`config.mk`:
```
export PLATFORM = sky130hd
export DESIGN_NAME = ranging_timestamp_capture
export DESIGN_NICKNAME = d
export VERILOG_FILES = /design/src/ranging_pkg.sv /design/src/ranging_timestamp_capture.sv
export SDC_FILE = /design/constraint.sdc
export NUM_CORES = 1
export LEC_CHECK = 0
export ABC_AREA = 1
export ABC_CLOCK_PERIOD_IN_PS = 2200
export BUFFER_PORTS_ARGS = -buffer_cell sky130_fd_sc_hd__buf_2
export CORE_UTILIZATION = 55
export CTS_BUF_LIST = sky130_fd_sc_hd__clkbuf_8
export DETAILED_ROUTE_END_ITERATION = 12
export PLACE_DENSITY = 0.8
export SLEW_MARGIN = 20
export SYNTH_ARGS = -nofsm -noshare
export SYNTH_HDL_FRONTEND = slang
export SYNTH_SLANG_ARGS = --single-unit
export TNS_END_PERCENT = 100
```
`constraint.sdc`:
```
create_clock -name core_clk -period 2.2 [get_ports core_clk]
set_input_delay 0.11 -clock core_clk [delete_from_list [all_inputs] [get_ports core_clk]]
set_output_delay 0.11 -clock core_clk [all_outputs]
set_load 0.1 [all_outputs]
```
`src/ranging_pkg.sv`:
```
`default_nettype none
package ranging_pkg;
  localparam int cnt_w = 32;
  localparam int id_w = 8;
  // register word offsets (index*4 = byte address)
  localparam logic [7:0] off_ctrl = 8'h00;
  localparam logic [7:0] off_status = 8'h04;
  localparam logic [7:0] off_irq_stat = 8'h08;
  localparam logic [7:0] off_irq_clr = 8'h0c;
  localparam logic [7:0] off_irq_en = 8'h10;
  localparam logic [7:0] off_start = 8'h14;
  localparam logic [7:0] off_stop = 8'h18;
  localparam logic [7:0] off_snap = 8'h1c;
  localparam logic [7:0] off_snap_id = 8'h20;
  localparam logic [7:0] off_turnaround = 8'h24;
  localparam logic [7:0] off_counter = 8'h28;
  // control bits
  localparam int ctrl_run_bit = 0;
  localparam int ctrl_stop_bit = 1;
  localparam int ctrl_orig_bit = 2;
  localparam int ctrl_infra_bit = 3;
  // interrupt bits
  localparam int irq_start_bit = 0;
  localparam int irq_stop_bit = 1;
  localparam int irq_snap_bit = 2;
  localparam int irq_ind_bit = 3;
  localparam int irq_w = 4;
  localparam logic [15:0] turnaround_rst = 16'h0064;
  typedef enum logic [1:0] {st_idle, st_wait_rx, st_wait_ack, st_done} xchg_t;
endpackage
`default_nettype wire

```
`src/ranging_timestamp_capture.sv`:
```
// Chosen here: the register offsets and the strobed register port.
`timescale 1ns/1ps
`default_nettype none
module ranging_timestamp_capture #(
  parameter int cnt_w = ranging_pkg::cnt_w,
  parameter int id_w = ranging_pkg::id_w
) (
  // clock and reset
  input wire logic core_clk,
  input wire logic rst,
  // register port
  input wire logic [7:0] reg_addr,
  input wire logic [31:0] reg_wdata,
  input wire logic reg_wr,
  input wire logic reg_rd,
  output logic [31:0] reg_rdata,
  // phy events, pulsed at the timing marker
  input wire logic tx_marker,
  input wire logic rx_marker,
  input wire logic phy_header_field_ranging,
  input wire logic phy_header_field_locate,
  input wire logic tx_mode,
  input wire logic [id_w-1:0] rx_frame_id,
  // mac verdict on the last snapshot frame
  input wire logic mac_verdict_valid,
  input wire logic [id_w-1:0] mac_verdict_id,
  input wire logic mac_addr_match,
  input wire logic mac_from_peer,
  // higher layer
  output logic data_ind,
  output logic data_ind_locate,
  output logic irq
);

  ////////////////////////////////////////////////////////////////////////////
  // register state
  logic [3:0] ctrl_q, ctrl_d;
  logic [15:0] turnaround_q, turnaround_d;
  localparam int irq_w_l = ranging_pkg::irq_w;
  logic [irq_w_l-1:0] irq_stat_q, irq_stat_d, irq_en_q, irq_en_d;
  logic [cnt_w-1:0] cnt_q, cnt_d, start_q, start_d, stop_q, stop_d, snap_q, snap_d;
  logic [id_w-1:0] snap_id_q, snap_id_d;
  logic snap_pend_q, snap_pend_d;
  logic running_q, running_d;
  ranging_pkg::xchg_t st_q, st_d;
  logic [31:0] rdata_q, rdata_d;
  logic ind_q, ind_d, ind_loc_q, ind_loc_d, irq_q, irq_d;

  // only header-flagged frames are ranging; receive markers ignored while sending
  logic rx_evt, tx_evt;
  assign rx_evt = rx_marker && phy_header_field_ranging && !tx_mode;
  assign tx_evt = tx_marker && phy_header_field_ranging;

  logic [irq_w_l-1:0] ev;
  logic verdict_hit;
  assign verdict_hit = mac_verdict_valid && snap_pend_q && mac_verdict_id == snap_id_q;

  ////////////////////////////////////////////////////////////////////////////
  // counter, capture and exchange sequencing
  always_comb
  begin
    cnt_d = cnt_q;
    running_d = running_q;
    start_d = start_q;
    stop_d = stop_q;
    snap_d = snap_q;
    snap_id_d = snap_id_q;
    snap_pend_d = snap_pend_q;
    st_d = st_q;
    ev = '0;
    ind_d = 1'b0;
    ind_loc_d = 1'b0;
    if (running_q)
    begin
      cnt_d = cnt_q + 1'b1;
    end
    if (tx_evt && ctrl_q[ranging_pkg::ctrl_orig_bit] && running_q && st_q == ranging_pkg::st_idle)
    begin
      start_d = cnt_q;
      st_d = ranging_pkg::st_wait_ack;
      ev[ranging_pkg::irq_start_bit] = 1'b1;
    end
    else if (tx_evt && !ctrl_q[ranging_pkg::ctrl_orig_bit] && st_q == ranging_pkg::st_wait_rx)
    begin
      stop_d = cnt_q;
      st_d = ranging_pkg::st_done;
      ev[ranging_pkg::irq_stop_bit] = 1'b1;
    end
    if (rx_evt)
    begin
      if (!running_q)
      begin
        running_d = 1'b1;
        cnt_d = '0;
      end
      snap_d = running_q ? cnt_q : '0;
      snap_id_d = rx_frame_id;
      snap_pend_d = 1'b1;
      ev[ranging_pkg::irq_snap_bit] = 1'b1;
      if (running_q && ctrl_q[ranging_pkg::ctrl_infra_bit])
      begin
        ind_d = 1'b1;
        ind_loc_d = phy_header_field_locate;
      end
    end
    else if (verdict_hit)
    begin
      snap_pend_d = 1'b0;
      if (!ctrl_q[ranging_pkg::ctrl_orig_bit] && mac_addr_match && st_q != ranging_pkg::st_done)
      begin
        start_d = snap_q;
        st_d = ranging_pkg::st_wait_rx;
        ev[ranging_pkg::irq_start_bit] = 1'b1;
      end
      else if (ctrl_q[ranging_pkg::ctrl_orig_bit] && st_q == ranging_pkg::st_wait_ack && mac_from_peer)
      begin
        stop_d = snap_q;
        st_d = ranging_pkg::st_done;
        ev[ranging_pkg::irq_stop_bit] = 1'b1;
      end
    end
    if (ind_d)
    begin
      ev[ranging_pkg::irq_ind_bit] = 1'b1;
    end
    // software stop ends the exchange; held values stay readable
    if (reg_wr && reg_addr == ranging_pkg::off_ctrl && reg_wdata[ranging_pkg::ctrl_stop_bit])
    begin
      running_d = 1'b0;
      st_d = ranging_pkg::st_idle;
    end
    else if (reg_wr && reg_addr == ranging_pkg::off_ctrl && reg_wdata[ranging_pkg::ctrl_run_bit] && !running_q)
    begin
      running_d = 1'b1;
      cnt_d = '0;
    end
  end

  ////////////////////////////////////////////////////////////////////////////
  // register port
  always_comb
  begin
    ctrl_d = ctrl_q;
    turnaround_d = turnaround_q;
    irq_en_d = irq_en_q;
    irq_stat_d = irq_stat_q;
    rdata_d = 32'h0000_0000;
    if (reg_wr)
    begin
      unique case (reg_addr)
        ranging_pkg::off_ctrl: ctrl_d = {reg_wdata[3:2], 2'b00};
        ranging_pkg::off_irq_clr: irq_stat_d = irq_stat_q & ~reg_wdata[irq_w_l-1:0];
        ranging_pkg::off_irq_en: irq_en_d = reg_wdata[irq_w_l-1:0];
        ranging_pkg::off_turnaround: turnaround_d = reg_wdata[15:0];
        default: ;
      endcase
    end
    // set wins over a same-cycle clear
    irq_stat_d = irq_stat_d | ev;
    if (reg_rd)
    begin
      unique case (reg_addr)
        ranging_pkg::off_ctrl: rdata_d = {28'h000_0000, ctrl_q};
        ranging_pkg::off_status: rdata_d = {28'h000_0000, snap_pend_q, running_q, st_q};
        ranging_pkg::off_irq_stat: rdata_d = {28'h000_0000, irq_stat_q};
        ranging_pkg::off_irq_en: rdata_d = {28'h000_0000, irq_en_q};
        ranging_pkg::off_start: rdata_d = 32'(start_q);
        ranging_pkg::off_stop: rdata_d = 32'(stop_q);
        ranging_pkg::off_snap: rdata_d = 32'(snap_q);
        ranging_pkg::off_snap_id: rdata_d = 32'(snap_id_q);
        ranging_pkg::off_turnaround: rdata_d = {16'h0000, turnaround_q};
        ranging_pkg::off_counter: rdata_d = 32'(cnt_q);
        default: rdata_d = 32'h0000_0000;
      endcase
    end
    irq_d = |(irq_stat_d & irq_en_d);
  end

  always_ff @(posedge core_clk)
  begin
    if (rst)
    begin
      ctrl_q <= '0;
      turnaround_q <= ranging_pkg::turnaround_rst;
      irq_en_q <= '0;
      irq_stat_q <= '0;
      rdata_q <= '0;
      irq_q <= 1'b0;
      cnt_q <= '0;
      running_q <= 1'b0;
      start_q <= '0;
      stop_q <= '0;
      snap_q <= '0;
      snap_id_q <= '0;
      snap_pend_q <= 1'b0;
      st_q <= ranging_pkg::st_idle;
      ind_q <= 1'b0;
      ind_loc_q <= 1'b0;
    end
    else
    begin
      ctrl_q <= ctrl_d;
      turnaround_q <= turnaround_d;
      irq_en_q <= irq_en_d;
      irq_stat_q <= irq_stat_d;
      rdata_q <= rdata_d;
      irq_q <= irq_d;
      cnt_q <= cnt_d;
      running_q <= running_d;
      start_q <= start_d;
      stop_q <= stop_d;
      snap_q <= snap_d;
      snap_id_q <= snap_id_d;
      snap_pend_q <= snap_pend_d;
      st_q <= st_d;
      ind_q <= ind_d;
      ind_loc_q <= ind_loc_d;
    end
  end

  assign reg_rdata = rdata_q;
  assign data_ind = ind_q;
  assign data_ind_locate = ind_loc_q;
  assign irq = irq_q;

  ////////////////////////////////////////////////////////////////////////////
  // checks
  chk_tx_no_snap: assert property (@(posedge core_clk) disable iff (rst)
    (rx_marker && tx_mode) |=> !data_ind && $stable(snap_id_q))
    else $error("snapshot taken while transmitting");
  chk_first_starts: assert property (@(posedge core_clk) disable iff (rst)
    (rx_evt && !running_q) |=> running_q && snap_q == '0 && cnt_q == '0)
    else $error("first ranging frame did not start counter");
  chk_later_snap: assert property (@(posedge core_clk) disable iff (rst)
    (rx_evt && running_q) |=> snap_q == $past(cnt_q) && snap_pend_q)
    else $error("later ranging frame not snapshotted");
  chk_nonrange_ign: assert property (@(posedge core_clk) disable iff (rst)
    (rx_marker && !phy_header_field_ranging && !verdict_hit) |=> $stable(snap_q))
    else $error("non-ranging frame captured");
  chk_orig_start: assert property (@(posedge core_clk) disable iff (rst)
    (tx_evt && ctrl_q[ranging_pkg::ctrl_orig_bit] && running_q && st_q == ranging_pkg::st_idle)
    |=> start_q == $past(cnt_q) && st_q == ranging_pkg::st_wait_ack)
    else $error("originator start not captured");
  chk_resp_stop: assert property (@(posedge core_clk) disable iff (rst)
    (tx_evt && !ctrl_q[ranging_pkg::ctrl_orig_bit] && st_q == ranging_pkg::st_wait_rx
     && !(reg_wr && reg_addr == ranging_pkg::off_ctrl)) |=> stop_q == $past(cnt_q) && st_q == ranging_pkg::st_done)
    else $error("responder stop not captured");
  chk_discard: assert property (@(posedge core_clk) disable iff (rst)
    (verdict_hit && !rx_evt && !mac_addr_match && !ctrl_q[ranging_pkg::ctrl_orig_bit]) |=> $stable(start_q))
    else $error("foreign snapshot kept");
  chk_ack_check: assert property (@(posedge core_clk) disable iff (rst)
    (verdict_hit && !rx_evt && !mac_from_peer && !tx_evt) |=> $stable(stop_q))
    else $error("ack from wrong node accepted");
  chk_indicate: assert property (@(posedge core_clk) disable iff (rst)
    (rx_evt && running_q && ctrl_q[ranging_pkg::ctrl_infra_bit]) |=> data_ind ##1 !data_ind || rx_evt)
    else $error("indication missing");
  chk_ind_has_frame: assert property (@(posedge core_clk) disable iff (rst)
    data_ind |-> $past(rx_evt) && $past(running_q))
    else $error("indication without a ranging arrival");
  chk_locate_with_ind: assert property (@(posedge core_clk) disable iff (rst)
    data_ind_locate |-> data_ind)
    else $error("locate flag without indication");
  chk_snap_id_kept: assert property (@(posedge core_clk) disable iff (rst)
    rx_evt |=> snap_id_q == $past(rx_frame_id))
    else $error("snapshot identifier not stored");
  chk_resp_start: assert property (@(posedge core_clk) disable iff (rst)
    (verdict_hit && !rx_evt && !ctrl_q[ranging_pkg::ctrl_orig_bit] && mac_addr_match
     && st_q != ranging_pkg::st_done && !(reg_wr && reg_addr == ranging_pkg::off_ctrl))
    |=> start_q == $past(snap_q) && st_q == ranging_pkg::st_wait_rx)
    else $error("responder start not taken from snapshot");
  chk_orig_stop: assert property (@(posedge core_clk) disable iff (rst)
    (verdict_hit && !rx_evt && ctrl_q[ranging_pkg::ctrl_orig_bit] && mac_from_peer
     && st_q == ranging_pkg::st_wait_ack && !(reg_wr && reg_addr == ranging_pkg::off_ctrl))
    |=> stop_q == $past(snap_q) && st_q == ranging_pkg::st_done)
    else $error("originator stop not taken from ack snapshot");
  chk_stop_held: assert property (@(posedge core_clk) disable iff (rst)
    (st_q == ranging_pkg::st_done && !(reg_wr && reg_addr == ranging_pkg::off_ctrl)) |=> $stable(stop_q))
    else $error("held stop value changed");
  chk_soft_stop: assert property (@(posedge core_clk) disable iff (rst)
    (reg_wr && reg_addr == ranging_pkg::off_ctrl && reg_wdata[ranging_pkg::ctrl_stop_bit])
    |=> !running_q && st_q == ranging_pkg::st_idle)
    else $error("software stop ignored");
  chk_halted_count: assert property (@(posedge core_clk) disable iff (rst)
    (!running_q && !rx_evt && !(reg_wr && reg_addr == ranging_pkg::off_ctrl)) |=> $stable(cnt_q))
    else $error("stopped counter moved");
  chk_rdata_idle: assert property (@(posedge core_clk) disable iff (rst)
    !reg_rd |=> reg_rdata == 32'h0000_0000)
    else $error("read data outside read answer");

endmodule
`default_nettype wire

```
==> impl.org <==
** Logic synthesis
- Flops & latches, synth :: 201
- Share of Yosys cell area claimed by the top area cell type :: a little over two fifths
- Top flip-flop cell by instance count after synthesis :: sky130_fd_sc_hd__dfxtp_1
- In the post-synthesis netlist, the cell with the most instances is sky130_fd_sc_hd__nand2_1.
- Number of flops mapped to enable cells by yosys :: 0
- Fraction of synthesis flops using an asynchronous set or reset pin :: 0%
- Of all cell types, the one taking the most synthesized area is sky130_fd_sc_hd__dfxtp_1.
- Summing the sequential cell areas from Yosys gives between 40% and 50% of the chip area.
- Ranked by total cell area, the synthesized netlist is headed by sky130_fd_sc_hd__dfxtp_1 42%, sky130_fd_sc_hd__nand2_1 17%, sky130_fd_sc_hd__nor2_1 10%.
- The cell area that synthesis handed to floorplanning was 9580 um^2.
- Total number of yosys warnings :: 0
- A synthesized cell averages 6.50 um^2.
- The netlist uses 34 different library cells.
- Synthesis produced a netlist with a net count of 1546.
- Ranked by instance count, the synthesized netlist is headed by 446 x sky130_fd_sc_hd__nand2_1, 259 x sky130_fd_sc_hd__nor2_1, 201 x sky130_fd_sc_hd__dfxtp_1.
- Synthesis produced about 1.5k cells.

** Route
- The routed layout has between 10k and 15k vias.
- Routed wire per std cell :: approximately 15 um
- The detailed router finished its first iteration with roughly 920 violations.
- The first TritonRoute pass finished after 5 iterations.
- Post-detailed-route via-to-cell ratio :: 5.57
- In the routed design, unresolved DRC markers number 0.
- Antenna Violating Nets Remaining :: 0
- For this block, the routed nets add up to between 20 and 30 mm of wire.

** STA
- At the pin with the least slew margin, the transition time is 0.752 ns.
- Setup repair after global routing left no endpoint under its margin.
- Worst slew slack as a fraction of its limit :: between 40% and 50%
- Setup slack closes at 0.323 ns.
- The worst path in the final design needs a cycle of around 1.9 ns, including I/O delays and setup.
- Total setup violations reported at the end of the flow :: 0
- The count of pins over their slew limit is 0.
- Period utilization :: between 80% and 90%
- Derived from the worst setup path, the maximum achievable clock frequency is between 500 and 600 MHz.
- Final-report hold violation count :: 0
- Maximum clock skew at final layout :: approximately 0.018 ns
- Sum of negative setup slack :: 0 ns

** Die
- For this design the top-level I/O count stands at 103.
- Initial cell density of the core :: between 50% and 60%
- The die is between 100 and 150 um tall.
- Area inside the core boundary :: ~17000 um^2
- Number of cell rows :: 47
- Die footprint :: 18000 um^2
- Die width :: about 130 um

** Global routing
- Global routing used around half of the available met2 tracks.
- Maximum number of pins on one net before global-route repair :: around 70
- Global route overflow :: 0
- The global routing stage identified its most utilized layer as met2.
- The first global-routing pass estimated 45.4 mm of wire.
- For this run, global-route usage on met1 was measured as around two fifths.
- The via count of the first global-routing pass came to between 9k and 10k.
- GR Layer Usage met3 :: under 10%
- Global routing used roughly a third of the available tracks.
- Antenna violations before repair :: 0

** Clock network
- Number of buffers on the longest clock path :: 3
- CTS saw 201 sinks.
- Clock tree root buffer cell :: sky130_fd_sc_hd__clkbuf_8
- Clock insertion delay at the later pin of the skew report :: 0.52 ns
- The H-tree was split into 2 levels.
- Gates resized during post-CTS repair numbered 0.
- TritonCTS Buffers :: 35
- After clock tree synthesis, the clock-pin slew on the worst setup and hold paths is 0.06 ns.
- TritonCTS clock tree :: done

** Pwr
- For this design the ratio of total power to cell area is roughly 680 nW/um^2.
- The analysis attributes to cell leakage a power of around 5 nW.
- Proportion of power drawn by the clock network :: between 40% and 50%
- Total net switching power :: around 1.7 mW
- Combinational group share of total power :: between 4 and 5%
- In this run switching power makes up between 20% and 30% of total power.
- VDD IR-drop max :: between 0.0006 and 0.0007 V
- Cell internal power was estimated by the tool at about 5.8 mW.
- Sequential cells account for 49.3% of the total power.

** Finish
- Area grow syn2layout :: 16.2%
- Of the cells placed in the final design, the portion with a size suffix greater than 1 is a little under an eighth.
- After the last flow step, the layout net total stands at roughly 1.6k.
- Inserted Diodes :: 0

** Place
- In this run the tool buffered the top-level ports with 86 buffer cells.
- Gp weighted congestion :: roughly 0.94
- Setup slack after placement :: between 0.07 and 0.08 ns
- The HPWL after detailed placement is 17.1 mm.

** Setup path
- Reg-to-reg setup timing slack :: 0.32 ns
- Element type at the critical path end :: flip-flop
- Crit path launch type :: flip-flop
- Of all nets on the critical path, the largest fanout is 8.
- Startpoint of the worst register-to-register path :: cnt_q[2]
- The worst register-to-register path has a depth of 7.
- The endpoint identified for the worst register-to-register timing path is cnt_q[27].
- Setup Crit Path Kind :: flip-flop to flip-flop
- Worst path arrival time :: 2.26 ns
- STA puts the critical path data required time at about 2.6 ns.

** Hold path
- For hold timing, the worst endpoint is turnaround_q[2].
- Hold Path Depth :: 3
- Worst hold-check path type :: primary input to flip-flop
- Hold path start :: rst

** Run
- Maximum capacitance violations :: 0

** Outcome
- The run finished with clean final reports.
==> per-stage QoR <==
stage	area [um^2]	utilization (%)	std cells	power (mW)	hold slack, ns
floorplan	9580	-	1475	3.96	0.223
global placement	10200	60.4	1719	4.08	0.324
detailed placement	10200	60.4	1719	4.08	0.330
CTS	11100	66.2	1801	7.54	0.0222
global route	11100	66.2	1801	7.75	0.0575
finish	11100	66.2	1801	7.52	0.0370
==> final cells by class <==
| class | count | area (um^2) |
|---|---|---|
| clock inverter | 6 | 26.3 |
| tap | 220 | 275 |
| multi-input combinational | 1076 | 4780 |
| sequential | 201 | 4020 |
| clock buffer | 50 | 688 |
| fill | 1469 | 5690 |
| timing repair buffer | 138 | 923 |
| inverter | 110 | 413 |
==> worst max path at each step <==
stage	from	endpoint	slack, ns	depth (start not counted)
global route	cnt_q[2]	cnt_q[27]	0.14	7
detailed placement	reg_addr[4]	reg_rdata[4]	0.08	11
global placement	reg_addr[4]	reg_rdata[4]	0.14	11
finish	cnt_q[2]	cnt_q[27]	0.32	7
floorplan	cnt_q[0]	cnt_q[14]	0.66	8
CTS	cnt_q[1]	cnt_q[14]	0.36	8
==> critical path: stages, from the launching register on <==
cell and delay, ns:
sky130_fd_sc_hd__dfxtp_1 0.49, sky130_fd_sc_hd__nand3_1 0.18, sky130_fd_sc_hd__nor2_1 0.29, sky130_fd_sc_hd__nand2_1 0.14
sky130_fd_sc_hd__nor3_2 0.37, sky130_fd_sc_hd__nand4_1 0.14, sky130_fd_sc_hd__nand2_1 0.10, sky130_fd_sc_hd__nor2_1 0.04
==> layout by cell type (no fill, tap or decap), types with 50 or more instances in the layout <==
| cell type | count |
|---|---|
| sky130_fd_sc_hd__clkbuf_8 | 50 |
| sky130_fd_sc_hd__nor2_1 | 257 |
| sky130_fd_sc_hd__nand3_1 | 120 |
| sky130_fd_sc_hd__dfxtp_1 | 201 |
| sky130_fd_sc_hd__a21oi_1 | 85 |
| sky130_fd_sc_hd__nand2_1 | 446 |
| sky130_fd_sc_hd__buf_2 | 86 |
| sky130_fd_sc_hd__inv_1 | 107 |
| sky130_fd_sc_hd__o21ai_0 | 59 |
==> repair_timing <==
item | CTS | global route
endpoints found under the hold margin | 31 | 0
hold buffers | 26 | 0
setup buffers | 0 | 0
==> registers in the layout, summed over array words and instances, names as in the netlist, 2 cells and up <==
signal / flops
irq_stat_q: 4
snap_id_q: 8
reg_rdata: 32
stop_q: 32
start_q: 32
snap_q: 32
irq_en_q: 4
ctrl_q: 2
st_q: 2
cnt_q: 32
turnaround_q: 16
==> kinds of logic after synthesis <==
family	count (synthesis)	share of synthesized area [%]
AOI/OAI and AO/OA	185	10.7
xor gates and xnor gates	17	1.55
adders and majority gates	3	0.392
buffers and inverters	198	8.16
DFF	201	42.0
and+or+nand+nor	871	37.2
==> layer usage <==
| metal | part of all wire (%) | routed length, um | up-vias |
|---|---|---|---|
| met3 | 8.1 | 2220 | 87 |
| met4 | 3.4 | 935 | 0 |
| met2 | 46 | 12700 | 495 |
| met5 | 0 | 0 | - |
| met1 | 42 | 11600 | 4580 |
| li1 | - | - | 4864 |
==> power groups by stage <==
stage | combinational, mW | clock [mW] | sequential (mW)
2_1_floorplan | 0.175 | 0 | 3.78
3_3_place_gp | 0.289 | 0 | 3.79
3_5_place_dp | 0.294 | 0 | 3.79
4_1_cts | 0.331 | 3.50 | 3.71
5_1_grt | 0.375 | 3.67 | 3.71
6_report | 0.341 | 3.47 | 3.71
(Power assumes the default switching activity.)
